$ cat config.mk
export PLATFORM = sky130hd
export DESIGN_NAME = enc_out_emulator
export DESIGN_NICKNAME = d
export VERILOG_FILES = /design/src/verilog/enc_out_pkg.sv /design/src/verilog/enc_out_emulator.sv /design/src/verilog/quad_encoder.sv /design/src/verilog/tracking_loop.sv
export SDC_FILE = /design/constraint.sdc
export NUM_CORES = 2
export LEC_CHECK = 0
export BUFFER_PORTS_ARGS = -buffer_cell sky130_fd_sc_hd__buf_2
export CELL_PAD_IN_SITES_DETAIL_PLACEMENT = 0
export CELL_PAD_IN_SITES_GLOBAL_PLACEMENT = 1
export CORE_UTILIZATION = 49
export CTS_CLUSTER_SIZE = 12
export DETAILED_ROUTE_END_ITERATION = 16
export MAX_ROUTING_LAYER = met4
export PLACE_DENSITY = 0.94
export SLEW_MARGIN = 10
export SYNTH_ARGS = -nofsm -noshare
export SYNTH_HDL_FRONTEND = slang
export SYNTH_SLANG_ARGS = --single-unit
export TNS_END_PERCENT = 50
$ cat constraint.sdc
create_clock -name SYS_CLK_I -period 13.4 [get_ports SYS_CLK_I]
set_input_delay 1.34 -clock SYS_CLK_I [delete_from_list [all_inputs] [get_ports SYS_CLK_I]]
set_output_delay 1.34 -clock SYS_CLK_I [all_outputs]
set_load 0.005 [all_outputs]
$ cat src/verilog/enc_out_pkg.sv
// Purpose: Shared constants and types for the encoder emulation output block
// Assumes: 50 MHz system clock, AXI4-Lite register access with 32-bit data
// Notes: Positions are 32-bit words of a full electrical turn (2^32 = 360 deg)
package enc_out_pkg;
	// Register byte offsets
	localparam logic [7:0] CFG_OFFSET = 8'h00;
	localparam logic [7:0] GAIN_OFFSET = 8'h04;
	localparam logic [7:0] SPEED_LIMIT_OFFSET = 8'h08;
	localparam logic [7:0] STATUS_OFFSET = 8'h0C;
	localparam logic [7:0] POSITION_OFFSET = 8'h10;
	// Configuration field positions
	localparam int SHIFT_LSB = 0;
	localparam int INVERT_BIT = 2;
	localparam int PPR_LSB = 4;
	localparam int SOURCE_LSB = 8;
	localparam int MODE_LSB = 12;
	localparam int POLE_LSB = 16;
	localparam int SENSOR_LSB = 24;
	// Reset values
	localparam logic [1:0] SHIFT_RESET = 2'h0;
	localparam logic INVERT_RESET = 1'b0;
	localparam logic [3:0] PPR_RESET = 4'h5;
	localparam logic [2:0] SOURCE_RESET = 3'h0;
	localparam logic [1:0] MODE_RESET = 2'h0;
	localparam logic [7:0] POLE_RESET = 8'h02;
	localparam logic [2:0] SENSOR_RESET = 3'h0;
	localparam logic [15:0] GAIN_RESET = 16'h7FFF;
	localparam logic [15:0] SPEED_LIMIT_RESET = 16'h0BB8;
	// Output source codes
	localparam logic [2:0] SRC_SYNTH_MOTOR = 3'h0;
	localparam logic [2:0] SRC_SENSOR_ONE = 3'h1;
	localparam logic [2:0] SRC_SENSOR_TWO = 3'h2;
	localparam logic [2:0] SRC_FREQ_IN = 3'h3;
	localparam logic [2:0] SRC_SYNTH_MARKER = 3'h4;
	localparam logic [2:0] SRC_SYNTH_SENSOR_TWO = 3'h5;
	// Synthesis modes
	localparam logic [1:0] MODE_ABSOLUTE = 2'h0;
	localparam logic [1:0] MODE_INCREMENTAL = 2'h1;
	localparam logic [1:0] MODE_REFERENCE = 2'h2;
	// Sensor kinds
	localparam logic [2:0] SENSOR_ENCODER = 3'h0;
	localparam logic [2:0] SENSOR_ENCODER_HALL = 3'h1;
	localparam logic [2:0] SENSOR_SINCOS = 3'h2;
	localparam logic [2:0] SENSOR_RESOLVER = 3'h3;
	localparam logic [2:0] SENSOR_SERIAL = 3'h4;
	// Resolution limits
	localparam logic [3:0] PPR_CODE_MAX = 4'hC;
	localparam logic [3:0] PPR_BASE_SHIFT = 4'h5;
	localparam int BASE_SPEED_RPM = 29440;
	localparam int TOP_SPEED_RPM = 32767;
	localparam logic [3:0] BASE_SPEED_CODE = 4'h5;
	localparam int MAX_CHANNEL_KHZ = 500;
	localparam logic [7:0] ALARM_SUBCODE_PPR = 8'h01;
	// Tracking loop: gain 32767 is 100 %
	localparam int GAIN_FULL_SCALE = 32767;
	localparam int LOOP_SHIFT = 15;
	localparam logic [31:0] QUARTER_TURN = 32'h40000000;
	// Output bus responses
	localparam logic [1:0] RESP_OKAY = 2'h0;
	localparam logic [1:0] RESP_SLVERR = 2'h2;

	typedef struct packed {
		logic a;
		logic b;
		logic z;
	} quad_t;

	typedef struct packed {
		logic [2:0] sensor_kind;
		logic [7:0] sensor_pole_count;
		logic [1:0] synthesis_mode;
		logic [2:0] output_source_select;
		logic [3:0] ppr_code;
		logic b_channel_invert;
		logic [1:0] zero_pulse_shift;
	} enc_cfg_t;
endpackage

$ cat src/verilog/enc_out_emulator.sv
// Purpose: Encoder emulation output with source selection and overspeed alarm
// Assumes: Sensor and frequency inputs are synchronous squared levels
// Notes: Configuration reached over AXI4-Lite
//
// Our own choices: register access over AXI4-Lite and the address map.
`timescale 1ns/1ps
// Functional notes
// - Source 0 synthesizes from motor sensor position
// - Source 1 passes sensor one squares through
// - Source 1 only for encoder and sin/cos sensors
// - Source 2 sensor two, 3 frequency input
// - Source 4 synthesized A/B, real marker zero
// - Source 5 synthesizes from sensor two
// - Code 0 none, 1..12 is 64..131072
// - Resolution code resets to 5
// - Count scales with sensor pole pairs
// - Too high resolution raises alarm subcode 1
// - Channel frequency held at 500 kHz
// - Resolver pass-through resolution falls with speed; here source 1 drives zero outputs for a resolver
// - Mode 0 absolute with managed zero
// - Mode 1 incremental tracking
// - Mode 2 follows speed reference
// - Mode honoured only for marker sensors
// - One zero pulse per revolution
// - Zero shift steps of 90 degrees
// - B invert bit, reset 0
// - Phase relation follows direction and invert
// - Tracking loop with gain scale, 100 %
module enc_out_emulator (
	// Clock and reset
	input wire logic SYS_CLK_I,
	input wire logic NRST_I,
	// AXI4-Lite write address and data
	input wire logic [7:0] S_AXI_AWADDR_I,
	input wire logic S_AXI_AWVALID_I,
	output logic S_AXI_AWREADY_O,
	input wire logic [31:0] S_AXI_WDATA_I,
	input wire logic [3:0] S_AXI_WSTRB_I,
	input wire logic S_AXI_WVALID_I,
	output logic S_AXI_WREADY_O,
	// AXI4-Lite write response
	output logic [1:0] S_AXI_BRESP_O,
	output logic S_AXI_BVALID_O,
	input wire logic S_AXI_BREADY_I,
	// AXI4-Lite read
	input wire logic [7:0] S_AXI_ARADDR_I,
	input wire logic S_AXI_ARVALID_I,
	output logic S_AXI_ARREADY_O,
	output logic [31:0] S_AXI_RDATA_O,
	output logic [1:0] S_AXI_RRESP_O,
	output logic S_AXI_RVALID_O,
	input wire logic S_AXI_RREADY_I,
	// Position sources
	input wire logic [31:0] MOTOR_POSITION_I,
	input wire logic [31:0] SENSOR_TWO_POSITION_I,
	input wire logic [31:0] SPEED_REF_STEP_I,
	input wire logic [15:0] MAX_SPEED_RPM_I,
	// Squared pass-through signals
	input wire enc_out_pkg::quad_t SENSOR_ONE_I,
	input wire enc_out_pkg::quad_t SENSOR_TWO_I,
	input wire enc_out_pkg::quad_t FREQ_IN_I,
	input wire logic ZERO_MARKER_I,
	// Encoder outputs, true and complement
	output enc_out_pkg::quad_t ENC_O,
	output enc_out_pkg::quad_t ENC_N_O,
	// Alarm
	output logic ENCODER_OUTPUT_ALARM_O,
	output logic [7:0] ALARM_SUBCODE_O
);
	import enc_out_pkg::*;

	////////////////////////////////////////////////////////////////////////
	// Configuration state
	enc_cfg_t cfg;
	logic [15:0] loop_gain_scale;
	logic [15:0] speed_limit_scale;
	logic alarm;
	logic [31:0] reference_position;

	////////////////////////////////////////////////////////////////////////
	// Bus write channel: address and data taken in either order
	logic aw_held;
	logic w_held;
	logic [7:0] aw_addr;
	logic [31:0] w_data;
	logic [3:0] w_strb;
	logic bvalid;
	logic write_fire;
	logic [31:0] wmask;

	assign S_AXI_AWREADY_O = !aw_held && !bvalid;
	assign S_AXI_WREADY_O = !w_held && !bvalid;
	assign write_fire = aw_held && w_held && !bvalid;
	assign S_AXI_BVALID_O = bvalid;

	genvar gi;
	generate
		for (gi = 0; gi < 4; gi++) begin : g_mask
			assign wmask[gi * 8 +: 8] = {8{w_strb[gi]}};
		end
	endgenerate

	logic addr_cfg;
	logic addr_gain;
	logic addr_limit;
	logic write_known;
	logic [31:0] cfg_word;
	logic [31:0] next_cfg_word;
	logic [3:0] req_ppr;
	logic [3:0] next_ppr;

	assign addr_cfg = aw_addr == CFG_OFFSET;
	assign addr_gain = aw_addr == GAIN_OFFSET;
	assign addr_limit = aw_addr == SPEED_LIMIT_OFFSET;
	assign write_known = addr_cfg || addr_gain || addr_limit;
	assign cfg_word = {5'h00, cfg.sensor_kind, cfg.sensor_pole_count, 2'h0, cfg.synthesis_mode, 1'b0,
		cfg.output_source_select, cfg.ppr_code, 1'b0, cfg.b_channel_invert, cfg.zero_pulse_shift};
	assign next_cfg_word = (cfg_word & ~wmask) | (w_data & wmask);
	assign req_ppr = next_cfg_word[PPR_LSB +: 4];
	// Codes above 12 are clamped to the top code
	assign next_ppr = (req_ppr > PPR_CODE_MAX) ? PPR_CODE_MAX : req_ppr;

	// Write handshake and register update
	always_ff @(posedge SYS_CLK_I or negedge NRST_I) begin
		if (!NRST_I) begin
			aw_held <= 1'b0;
			w_held <= 1'b0;
			aw_addr <= 8'h00;
			w_data <= 32'h00000000;
			w_strb <= 4'h0;
			bvalid <= 1'b0;
			S_AXI_BRESP_O <= RESP_OKAY;
			cfg.zero_pulse_shift <= SHIFT_RESET;
			cfg.b_channel_invert <= INVERT_RESET;
			cfg.ppr_code <= PPR_RESET;
			cfg.output_source_select <= SOURCE_RESET;
			cfg.synthesis_mode <= MODE_RESET;
			cfg.sensor_pole_count <= POLE_RESET;
			cfg.sensor_kind <= SENSOR_RESET;
			loop_gain_scale <= GAIN_RESET;
			speed_limit_scale <= SPEED_LIMIT_RESET;
		end else begin
			if (S_AXI_AWVALID_I && S_AXI_AWREADY_O) begin
				aw_held <= 1'b1;
				aw_addr <= S_AXI_AWADDR_I;
			end
			if (S_AXI_WVALID_I && S_AXI_WREADY_O) begin
				w_held <= 1'b1;
				w_data <= S_AXI_WDATA_I;
				w_strb <= S_AXI_WSTRB_I;
			end
			if (write_fire) begin
				aw_held <= 1'b0;
				w_held <= 1'b0;
				bvalid <= 1'b1;
				S_AXI_BRESP_O <= write_known ? RESP_OKAY : RESP_SLVERR;
				if (addr_cfg) begin
					cfg.zero_pulse_shift <= next_cfg_word[SHIFT_LSB +: 2];
					cfg.b_channel_invert <= next_cfg_word[INVERT_BIT];
					cfg.ppr_code <= next_ppr;
					cfg.output_source_select <= (next_cfg_word[SOURCE_LSB +: 3] > SRC_SYNTH_SENSOR_TWO) ?
						cfg.output_source_select : next_cfg_word[SOURCE_LSB +: 3];
					cfg.synthesis_mode <= (next_cfg_word[MODE_LSB +: 2] > MODE_REFERENCE) ?
						cfg.synthesis_mode : next_cfg_word[MODE_LSB +: 2];
					cfg.sensor_pole_count <= next_cfg_word[POLE_LSB +: 8];
					cfg.sensor_kind <= next_cfg_word[SENSOR_LSB +: 3];
				end
				if (addr_gain) begin
					// Gain above full scale is clamped to 100 %
					loop_gain_scale <= (next_cfg_word[15:0] & 16'h0000) |
						(((w_data[15:0] & wmask[15:0]) > 16'h7FFF) ? 16'h7FFF : (w_data[15:0] & wmask[15:0]));
				end
				if (addr_limit) begin
					speed_limit_scale <= (speed_limit_scale & ~wmask[15:0]) | (w_data[15:0] & wmask[15:0]);
				end
			end else if (bvalid && S_AXI_BREADY_I) begin
				bvalid <= 1'b0;
			end
		end
	end

	////////////////////////////////////////////////////////////////////////
	// Bus read channel: one cycle to data
	logic [31:0] read_word;
	logic [31:0] tracked_position;
	logic read_known;
	logic [31:0] status_word;

	assign S_AXI_ARREADY_O = !S_AXI_RVALID_O;
	assign status_word = {21'h000000, ENC_O.z, ENC_O.b, ENC_O.a, ALARM_SUBCODE_O};
	assign read_known = (S_AXI_ARADDR_I == CFG_OFFSET) || (S_AXI_ARADDR_I == GAIN_OFFSET) ||
		(S_AXI_ARADDR_I == SPEED_LIMIT_OFFSET) || (S_AXI_ARADDR_I == STATUS_OFFSET) ||
		(S_AXI_ARADDR_I == POSITION_OFFSET);
	assign read_word = (S_AXI_ARADDR_I == CFG_OFFSET) ? cfg_word :
		(S_AXI_ARADDR_I == GAIN_OFFSET) ? {16'h0000, loop_gain_scale} :
		(S_AXI_ARADDR_I == SPEED_LIMIT_OFFSET) ? {16'h0000, speed_limit_scale} :
		(S_AXI_ARADDR_I == STATUS_OFFSET) ? status_word :
		(S_AXI_ARADDR_I == POSITION_OFFSET) ? tracked_position : 32'h00000000;

	// Read data register
	always_ff @(posedge SYS_CLK_I or negedge NRST_I) begin
		if (!NRST_I) begin
			S_AXI_RVALID_O <= 1'b0;
			S_AXI_RDATA_O <= 32'h00000000;
			S_AXI_RRESP_O <= RESP_OKAY;
		end else if (S_AXI_ARVALID_I && S_AXI_ARREADY_O) begin
			S_AXI_RVALID_O <= 1'b1;
			S_AXI_RDATA_O <= read_word;
			S_AXI_RRESP_O <= read_known ? RESP_OKAY : RESP_SLVERR;
		end else if (S_AXI_RVALID_O && S_AXI_RREADY_I) begin
			S_AXI_RVALID_O <= 1'b0;
		end
	end

	////////////////////////////////////////////////////////////////////////
	// Source and mode decode
	logic marker_sensor;
	logic passthrough_ok;
	logic [1:0] eff_mode;
	logic synth_source;
	logic [31:0] sensor_position;
	logic [31:0] shifted_position;
	logic [31:0] loop_target;

	assign marker_sensor = (cfg.sensor_kind == SENSOR_ENCODER) || (cfg.sensor_kind == SENSOR_ENCODER_HALL) ||
		(cfg.sensor_kind == SENSOR_SINCOS);
	assign passthrough_ok = (cfg.sensor_kind == SENSOR_ENCODER) || (cfg.sensor_kind == SENSOR_SINCOS);
	assign eff_mode = marker_sensor ? cfg.synthesis_mode : MODE_ABSOLUTE;
	assign synth_source = (cfg.output_source_select == SRC_SYNTH_MOTOR) ||
		(cfg.output_source_select == SRC_SYNTH_MARKER) || (cfg.output_source_select == SRC_SYNTH_SENSOR_TWO);
	assign sensor_position = (cfg.output_source_select == SRC_SYNTH_SENSOR_TWO) ?
		SENSOR_TWO_POSITION_I : MOTOR_POSITION_I;
	// Quarter-turn steps of electrical shift applied to the sensor zero
	assign shifted_position = sensor_position - (QUARTER_TURN * 32'(cfg.zero_pulse_shift));
	assign loop_target = (eff_mode == MODE_REFERENCE) ? reference_position : shifted_position;

	// Speed-reference position integrator for reference mode
	always_ff @(posedge SYS_CLK_I or negedge NRST_I) begin
		if (!NRST_I) begin
			reference_position <= 32'h00000000;
		end else begin
			reference_position <= reference_position + SPEED_REF_STEP_I;
		end
	end

	tracking_loop u_loop (
		.clk_i(SYS_CLK_I),
		.nrst_i(NRST_I),
		.target_i(loop_target),
		.gain_i(loop_gain_scale),
		.position_o(tracked_position)
	);

	////////////////////////////////////////////////////////////////////////
	// Resolution: pulses per electrical turn = 32 << code, four edges each
	logic [4:0] edge_shift;
	logic ppr_enable;
	enc_out_pkg::quad_t synth_quad;

	assign ppr_enable = cfg.ppr_code != 4'h0;
	// Electrical position already carries the pole pairs, so pulses scale with them
	assign edge_shift = 5'(6'd32 - 6'(PPR_BASE_SHIFT) - 6'(cfg.ppr_code) - 6'd2);

	quad_encoder u_quad (
		.clk_i(SYS_CLK_I),
		.nrst_i(NRST_I),
		.position_i(tracked_position),
		.edge_shift_i(edge_shift),
		.enable_i(ppr_enable),
		.quad_o(synth_quad)
	);

	////////////////////////////////////////////////////////////////////////
	// Overspeed: max rpm times pole pairs against the code's limit
	logic [23:0] speed_pairs;
	logic [31:0] ppr_limit;
	logic overspeed;
	logic resolver_overspeed;

	assign speed_pairs = 24'(MAX_SPEED_RPM_I) * 24'(cfg.sensor_pole_count >> 1);
	// Limit halves per code above 1024; 1024 allows 29440, codes up to 512 allow 32767
	assign ppr_limit = (cfg.ppr_code > BASE_SPEED_CODE) ?
		(32'(BASE_SPEED_RPM) >> (cfg.ppr_code - BASE_SPEED_CODE)) :
		(cfg.ppr_code == BASE_SPEED_CODE) ? 32'(BASE_SPEED_RPM) : 32'(TOP_SPEED_RPM);
	assign overspeed = synth_source && ppr_enable && (32'(speed_pairs) > ppr_limit);
	// Resolver pass-through: allowed speed set by the external converter scale
	assign resolver_overspeed = (cfg.output_source_select == SRC_SENSOR_ONE) &&
		(cfg.sensor_kind == SENSOR_RESOLVER) && (speed_pairs > 24'(speed_limit_scale));

	// Alarm latch, cleared only by reset
	always_ff @(posedge SYS_CLK_I or negedge NRST_I) begin
		if (!NRST_I) begin
			alarm <= 1'b0;
		end else if (overspeed || resolver_overspeed) begin
			alarm <= 1'b1;
		end
	end
	assign ENCODER_OUTPUT_ALARM_O = alarm;
	assign ALARM_SUBCODE_O = alarm ? ALARM_SUBCODE_PPR : 8'h00;

	////////////////////////////////////////////////////////////////////////
	// Output selection, B inversion and complements
	enc_out_pkg::quad_t next_enc;
	enc_out_pkg::quad_t chosen;

	always_comb begin
		case (cfg.output_source_select)
			SRC_SYNTH_MOTOR: chosen = synth_quad;
			SRC_SENSOR_ONE: chosen = passthrough_ok ? SENSOR_ONE_I : '0;
			SRC_SENSOR_TWO: chosen = SENSOR_TWO_I;
			SRC_FREQ_IN: chosen = FREQ_IN_I;
			SRC_SYNTH_MARKER: chosen = '{a: synth_quad.a, b: synth_quad.b, z: ZERO_MARKER_I};
			SRC_SYNTH_SENSOR_TWO: chosen = synth_quad;
			default: chosen = '0;
		endcase
	end
	assign next_enc.a = chosen.a;
	assign next_enc.b = chosen.b ^ cfg.b_channel_invert;
	assign next_enc.z = chosen.z;

	// Output registers with complementary lines
	always_ff @(posedge SYS_CLK_I or negedge NRST_I) begin
		if (!NRST_I) begin
			ENC_O <= '0;
			ENC_N_O <= '1;
		end else begin
			ENC_O <= next_enc;
			ENC_N_O <= ~next_enc;
		end
	end
endmodule

$ cat src/verilog/quad_encoder.sv
// Purpose: Turns a tracked position into A/B quadrature and zero pulse
// Assumes: Position is electrical, resolution given as a power of two
// Notes: Only one of A or B changes per quadrature step
`timescale 1ns/1ps
module quad_encoder (
	// Clock and reset
	input wire logic clk_i,
	input wire logic nrst_i,
	// Position and resolution
	input wire logic [31:0] position_i,
	input wire logic [4:0] edge_shift_i,
	input wire logic enable_i,
	// Quadrature out
	output enc_out_pkg::quad_t quad_o
);
	import enc_out_pkg::*;

	logic [31:0] scaled;
	logic [1:0] phase;
	logic [31:0] last_top;
	logic wrap;
	enc_out_pkg::quad_t next_quad;

	////////////////////////////////////////////////////////////////////////
	// Quadrature phase from the two bits below the edge count
	assign scaled = position_i >> edge_shift_i;
	assign phase = scaled[1:0];
	assign wrap = (position_i[31:30] == 2'h0) && (last_top[31:30] == 2'h3) ||
		(position_i[31:30] == 2'h3) && (last_top[31:30] == 2'h0);
	assign next_quad.a = enable_i & phase[1];
	assign next_quad.b = enable_i & (phase[1] ^ phase[0]);
	assign next_quad.z = enable_i & wrap;

	// Registered outputs
	always_ff @(posedge clk_i or negedge nrst_i) begin
		if (!nrst_i) begin
			quad_o <= '0;
			last_top <= 32'h00000000;
		end else begin
			quad_o <= next_quad;
			last_top <= position_i;
		end
	end
endmodule

$ cat src/verilog/tracking_loop.sv
// Purpose: First-order tracking loop that follows a position word
// Assumes: Target position wraps at 2^32 per electrical turn
// Notes: Step size is error times scaled gain, which gives the small jitter
`timescale 1ns/1ps
module tracking_loop (
	// Clock and reset
	input wire logic clk_i,
	input wire logic nrst_i,
	// Target and gain
	input wire logic [31:0] target_i,
	input wire logic [15:0] gain_i,
	// Tracked position
	output logic [31:0] position_o
);
	import enc_out_pkg::*;

	logic [31:0] position;
	logic [31:0] error;
	logic [47:0] product;
	logic [31:0] step;
	logic [31:0] next_position;

	////////////////////////////////////////////////////////////////////////
	// Error scaled by gain; full gain closes half the error every cycle
	assign error = target_i - position;
	assign product = 48'($signed(error)) * 48'(gain_i);
	assign step = product[47:16];
	assign next_position = position + step;
	assign position_o = position;

	// Loop integrator
	always_ff @(posedge clk_i or negedge nrst_i) begin
		if (!nrst_i) begin
			position <= 32'h00000000;
		end else begin
			position <= next_position;
		end
	end
endmodule
==> impl_metrics.yaml <==
critical_path:
  startpoint_type: "flip-flop"
  worst-setup-path-type: "flip-flop to flip-flop"
  worst_ep_required_time_ps: 13860
  worstPathMaxFanout: 8
  cp_common_cell: "fa_1"
  cp_slowest_stage_delay_ps: 560
  cp_slowest_cell: "fa_1"
  cp_data_arrival_time_ps: 13230
  crit_path_end_kind: "flip-flop"
placed_design:
  place.detailed.hpwl_microns: 82300
  portBuffers: 222
  place_ws_ps: 244
  place_area_sq_um: 39000
  gp_congestion: 0.984
route:
  firstDrtPassIters: 8
  drt_iter0_markers: 2698
  wl_met1_microns: 43000
  wl_met2_microns: 48800
  wl_per_cell_microns: 19.7
  vias_per_cell: 5.67
  drc: 0
  wl_microns: 105000
  routed-wl-met3_microns: 8350
  postRouteAntennaNets: 0
  vias: 30200
  route.top_layer_used: "met4"
timing:
  tightestPinTransition_ps: 1180
  maxSlewViolCount: 0
  holdWs_ps: 474
  max_freq_mhz: 78.3
  period_minus_slack_ps: 12770
  clock_skew_ps: 10.7
  max-slew-margin-rel_pct: 21.2
  setup_viol: 0
  finalHoldViolations: 0
  setup_slack_ps: 630
  grt_setup_unrepaired: "false"
  setup-tns-final_ps: 0
  period_share_pct: 95.3
clocking:
  cts_buffer_depth: 3
  numClockSinks: 208
  path_clk_slew_ps: 60
  postCtsSetupRepairBufs: 0
  numCtsBuffers: 26
  postCtsHoldBufs: 0
  clock_latency_ps: 540
  clockRootBuffer: "clkbuf_16"
  htree_levels: 1
  cts_tree: "yes"
global_routing:
  grt_pass1_vias: 30900
  grt_pass1_wl_microns: 169000
  grt-ovfl-total: 0
  grt_max_degree: 77
  antenna_found_initial: 5
  grt.total_usage_pct: 28.8
synthesis:
  avgSynthCellArea_sq_um: 8.75
  synth_common_cells: "761 x inv_1, 554 x fa_1, 503 x nand2_1"
  synthTopCellsByArea: "fa_1 30%, dfrtp_1 12%, ha_1 9.8%"
  netlist_instances: 4226
  ys_seq_area_share_pct: 14.2
  synth_area_leader_cell: "fa_1"
  ys_types: 84
  syn_area_sq_um: 37000
  synth_ff_type: "dfrtp_1"
  synth_most_common_cell: "inv_1"
  synth-seq-cells: 208
  synth-edff-count: 0
  synth_warnings: 0
  synth_top_area_share_pct: 30.0
  synthArstFlopShare_pct: 100
finish:
  syn_to_final_growth_pct: 8.08
  nFillCells: 6802
  multi_input_area_sq_um: 28100
  drive_gt1_share_pct: 11.7
  final_area_sq_um: 40000
  seq_area_sq_um: 5240
  layout.nets: 5358
floorplanning:
  std_cell_rows: 100
  start_util_pct: 49.6
  die_h_microns: 277
  core_sq_um: 74600
  dieArea_sq_um: 76600
  die_w_microns: 277
  ios: 237
min_path:
  hold_class: "flip-flop to flip-flop"
flow_run:
  cap_violations: 0
status:
  status: "finished, final reports clean"
-- cell usage in the layout, fill, tap and decap left out, types with 68 or more instances in the layout --
cell type and instances:
and2_1 224, mux2_2 88, nor2_1 176, a21oi_1 177, inv_1 761, buf_2 221, a21o_1 69, nand2_1 502
o21ai_0 141, buf_4 68, xnor2_1 93, dfrtp_1 178, nand3_1 94, ha_1 289, fa_1 554
-- repair_timing --
action                                 CTS  global route
gates resized for setup                  0            11
endpoints found under the hold margin    0             0
setup endpoints to repair                0             9
-- layer usage --
metal	GRT usage [%]	vias to the layer above
li1	-	13800
met1	37.5	15000
met2	45.7	1220
met3	4.05	250
met4	10.8	0
met5	-	-
-- worst paths after layout --
kind	startpoint	end	slack [ps]	depth (start not counted)
max	cfg[8]$_DFFE_PN0P_	u_loop.position_o[29]$_DFF_PN0_	630	49
min	S_AXI_RDATA_O[21]$_DFFE_PN0P_	S_AXI_RDATA_O[21]$_DFFE_PN0P_	470	2
max reg2reg	cfg[8]$_DFFE_PN0P_	u_loop.position_o[29]$_DFF_PN0_	630	49
min reg2reg	S_AXI_RDATA_O[21]$_DFFE_PN0P_	S_AXI_RDATA_O[21]$_DFFE_PN0P_	470	2
max in group asynchronous	NRST_I	loop_gain_scale[15]$_DFFE_PN0P_	10380	3
min in group asynchronous	NRST_I	w_data[19]$_DFFE_PN0P_	710	1
-- stage by stage --
step | cells | util [%]
after floorplan | 4234 | -
after global placement | 5275 | 52.3
after detailed placement | 5275 | 52.3
after CTS | 5323 | 53.6
after global routing | 5328 | 53.6
final | 5328 | 53.6
-- cells by family after synthesis --
kind of cell / Yosys count / share of synthesized area (%)
AND/OR/NAND/NOR: 1259 / 16.3
buffers and inverters: 981 / 10.1
adder cells (fa/ha/maj): 843 / 39.8
AO/OA/AOI/OAI: 640 / 11.3
flip-flops: 208 / 14.2
multiplexers: 163 / 5.25
XOR/XNOR: 131 / 3.10
other: 1 / 0.0101
-- cell type report --
cell class | count | share of cell area (%)
Antenna cell | 5 | 0.0313
Clock buffer | 39 | 1.90
Clock inverter | 9 | 0.369
Inverter | 761 | 7.14
Multi-Input combinational cell | 3045 | 70.2
Sequential cell | 208 | 13.1
Tap cell | 969 | 3.03
Timing Repair Buffer | 292 | 4.16
-- critical path, delay by kind of cell (launching register included) --
| kind | cells | cell delay (ps) |
|---|---|---|
| multiplexers | 1 | 360 |
| AND/OR/NAND/NOR | 6 | 1220 |
| AO/OA/AOI/OAI | 23 | 5410 |
| adder cells (fa/ha/maj) | 10 | 4370 |
| buffers and inverters | 6 | 340 |
| XOR/XNOR | 3 | 490 |
| flip-flops | 1 | 480 |
Power is left out: the tool's default activity adds up to more than one toggle a clock period on the data nets, which glitch-free logic cannot reach.
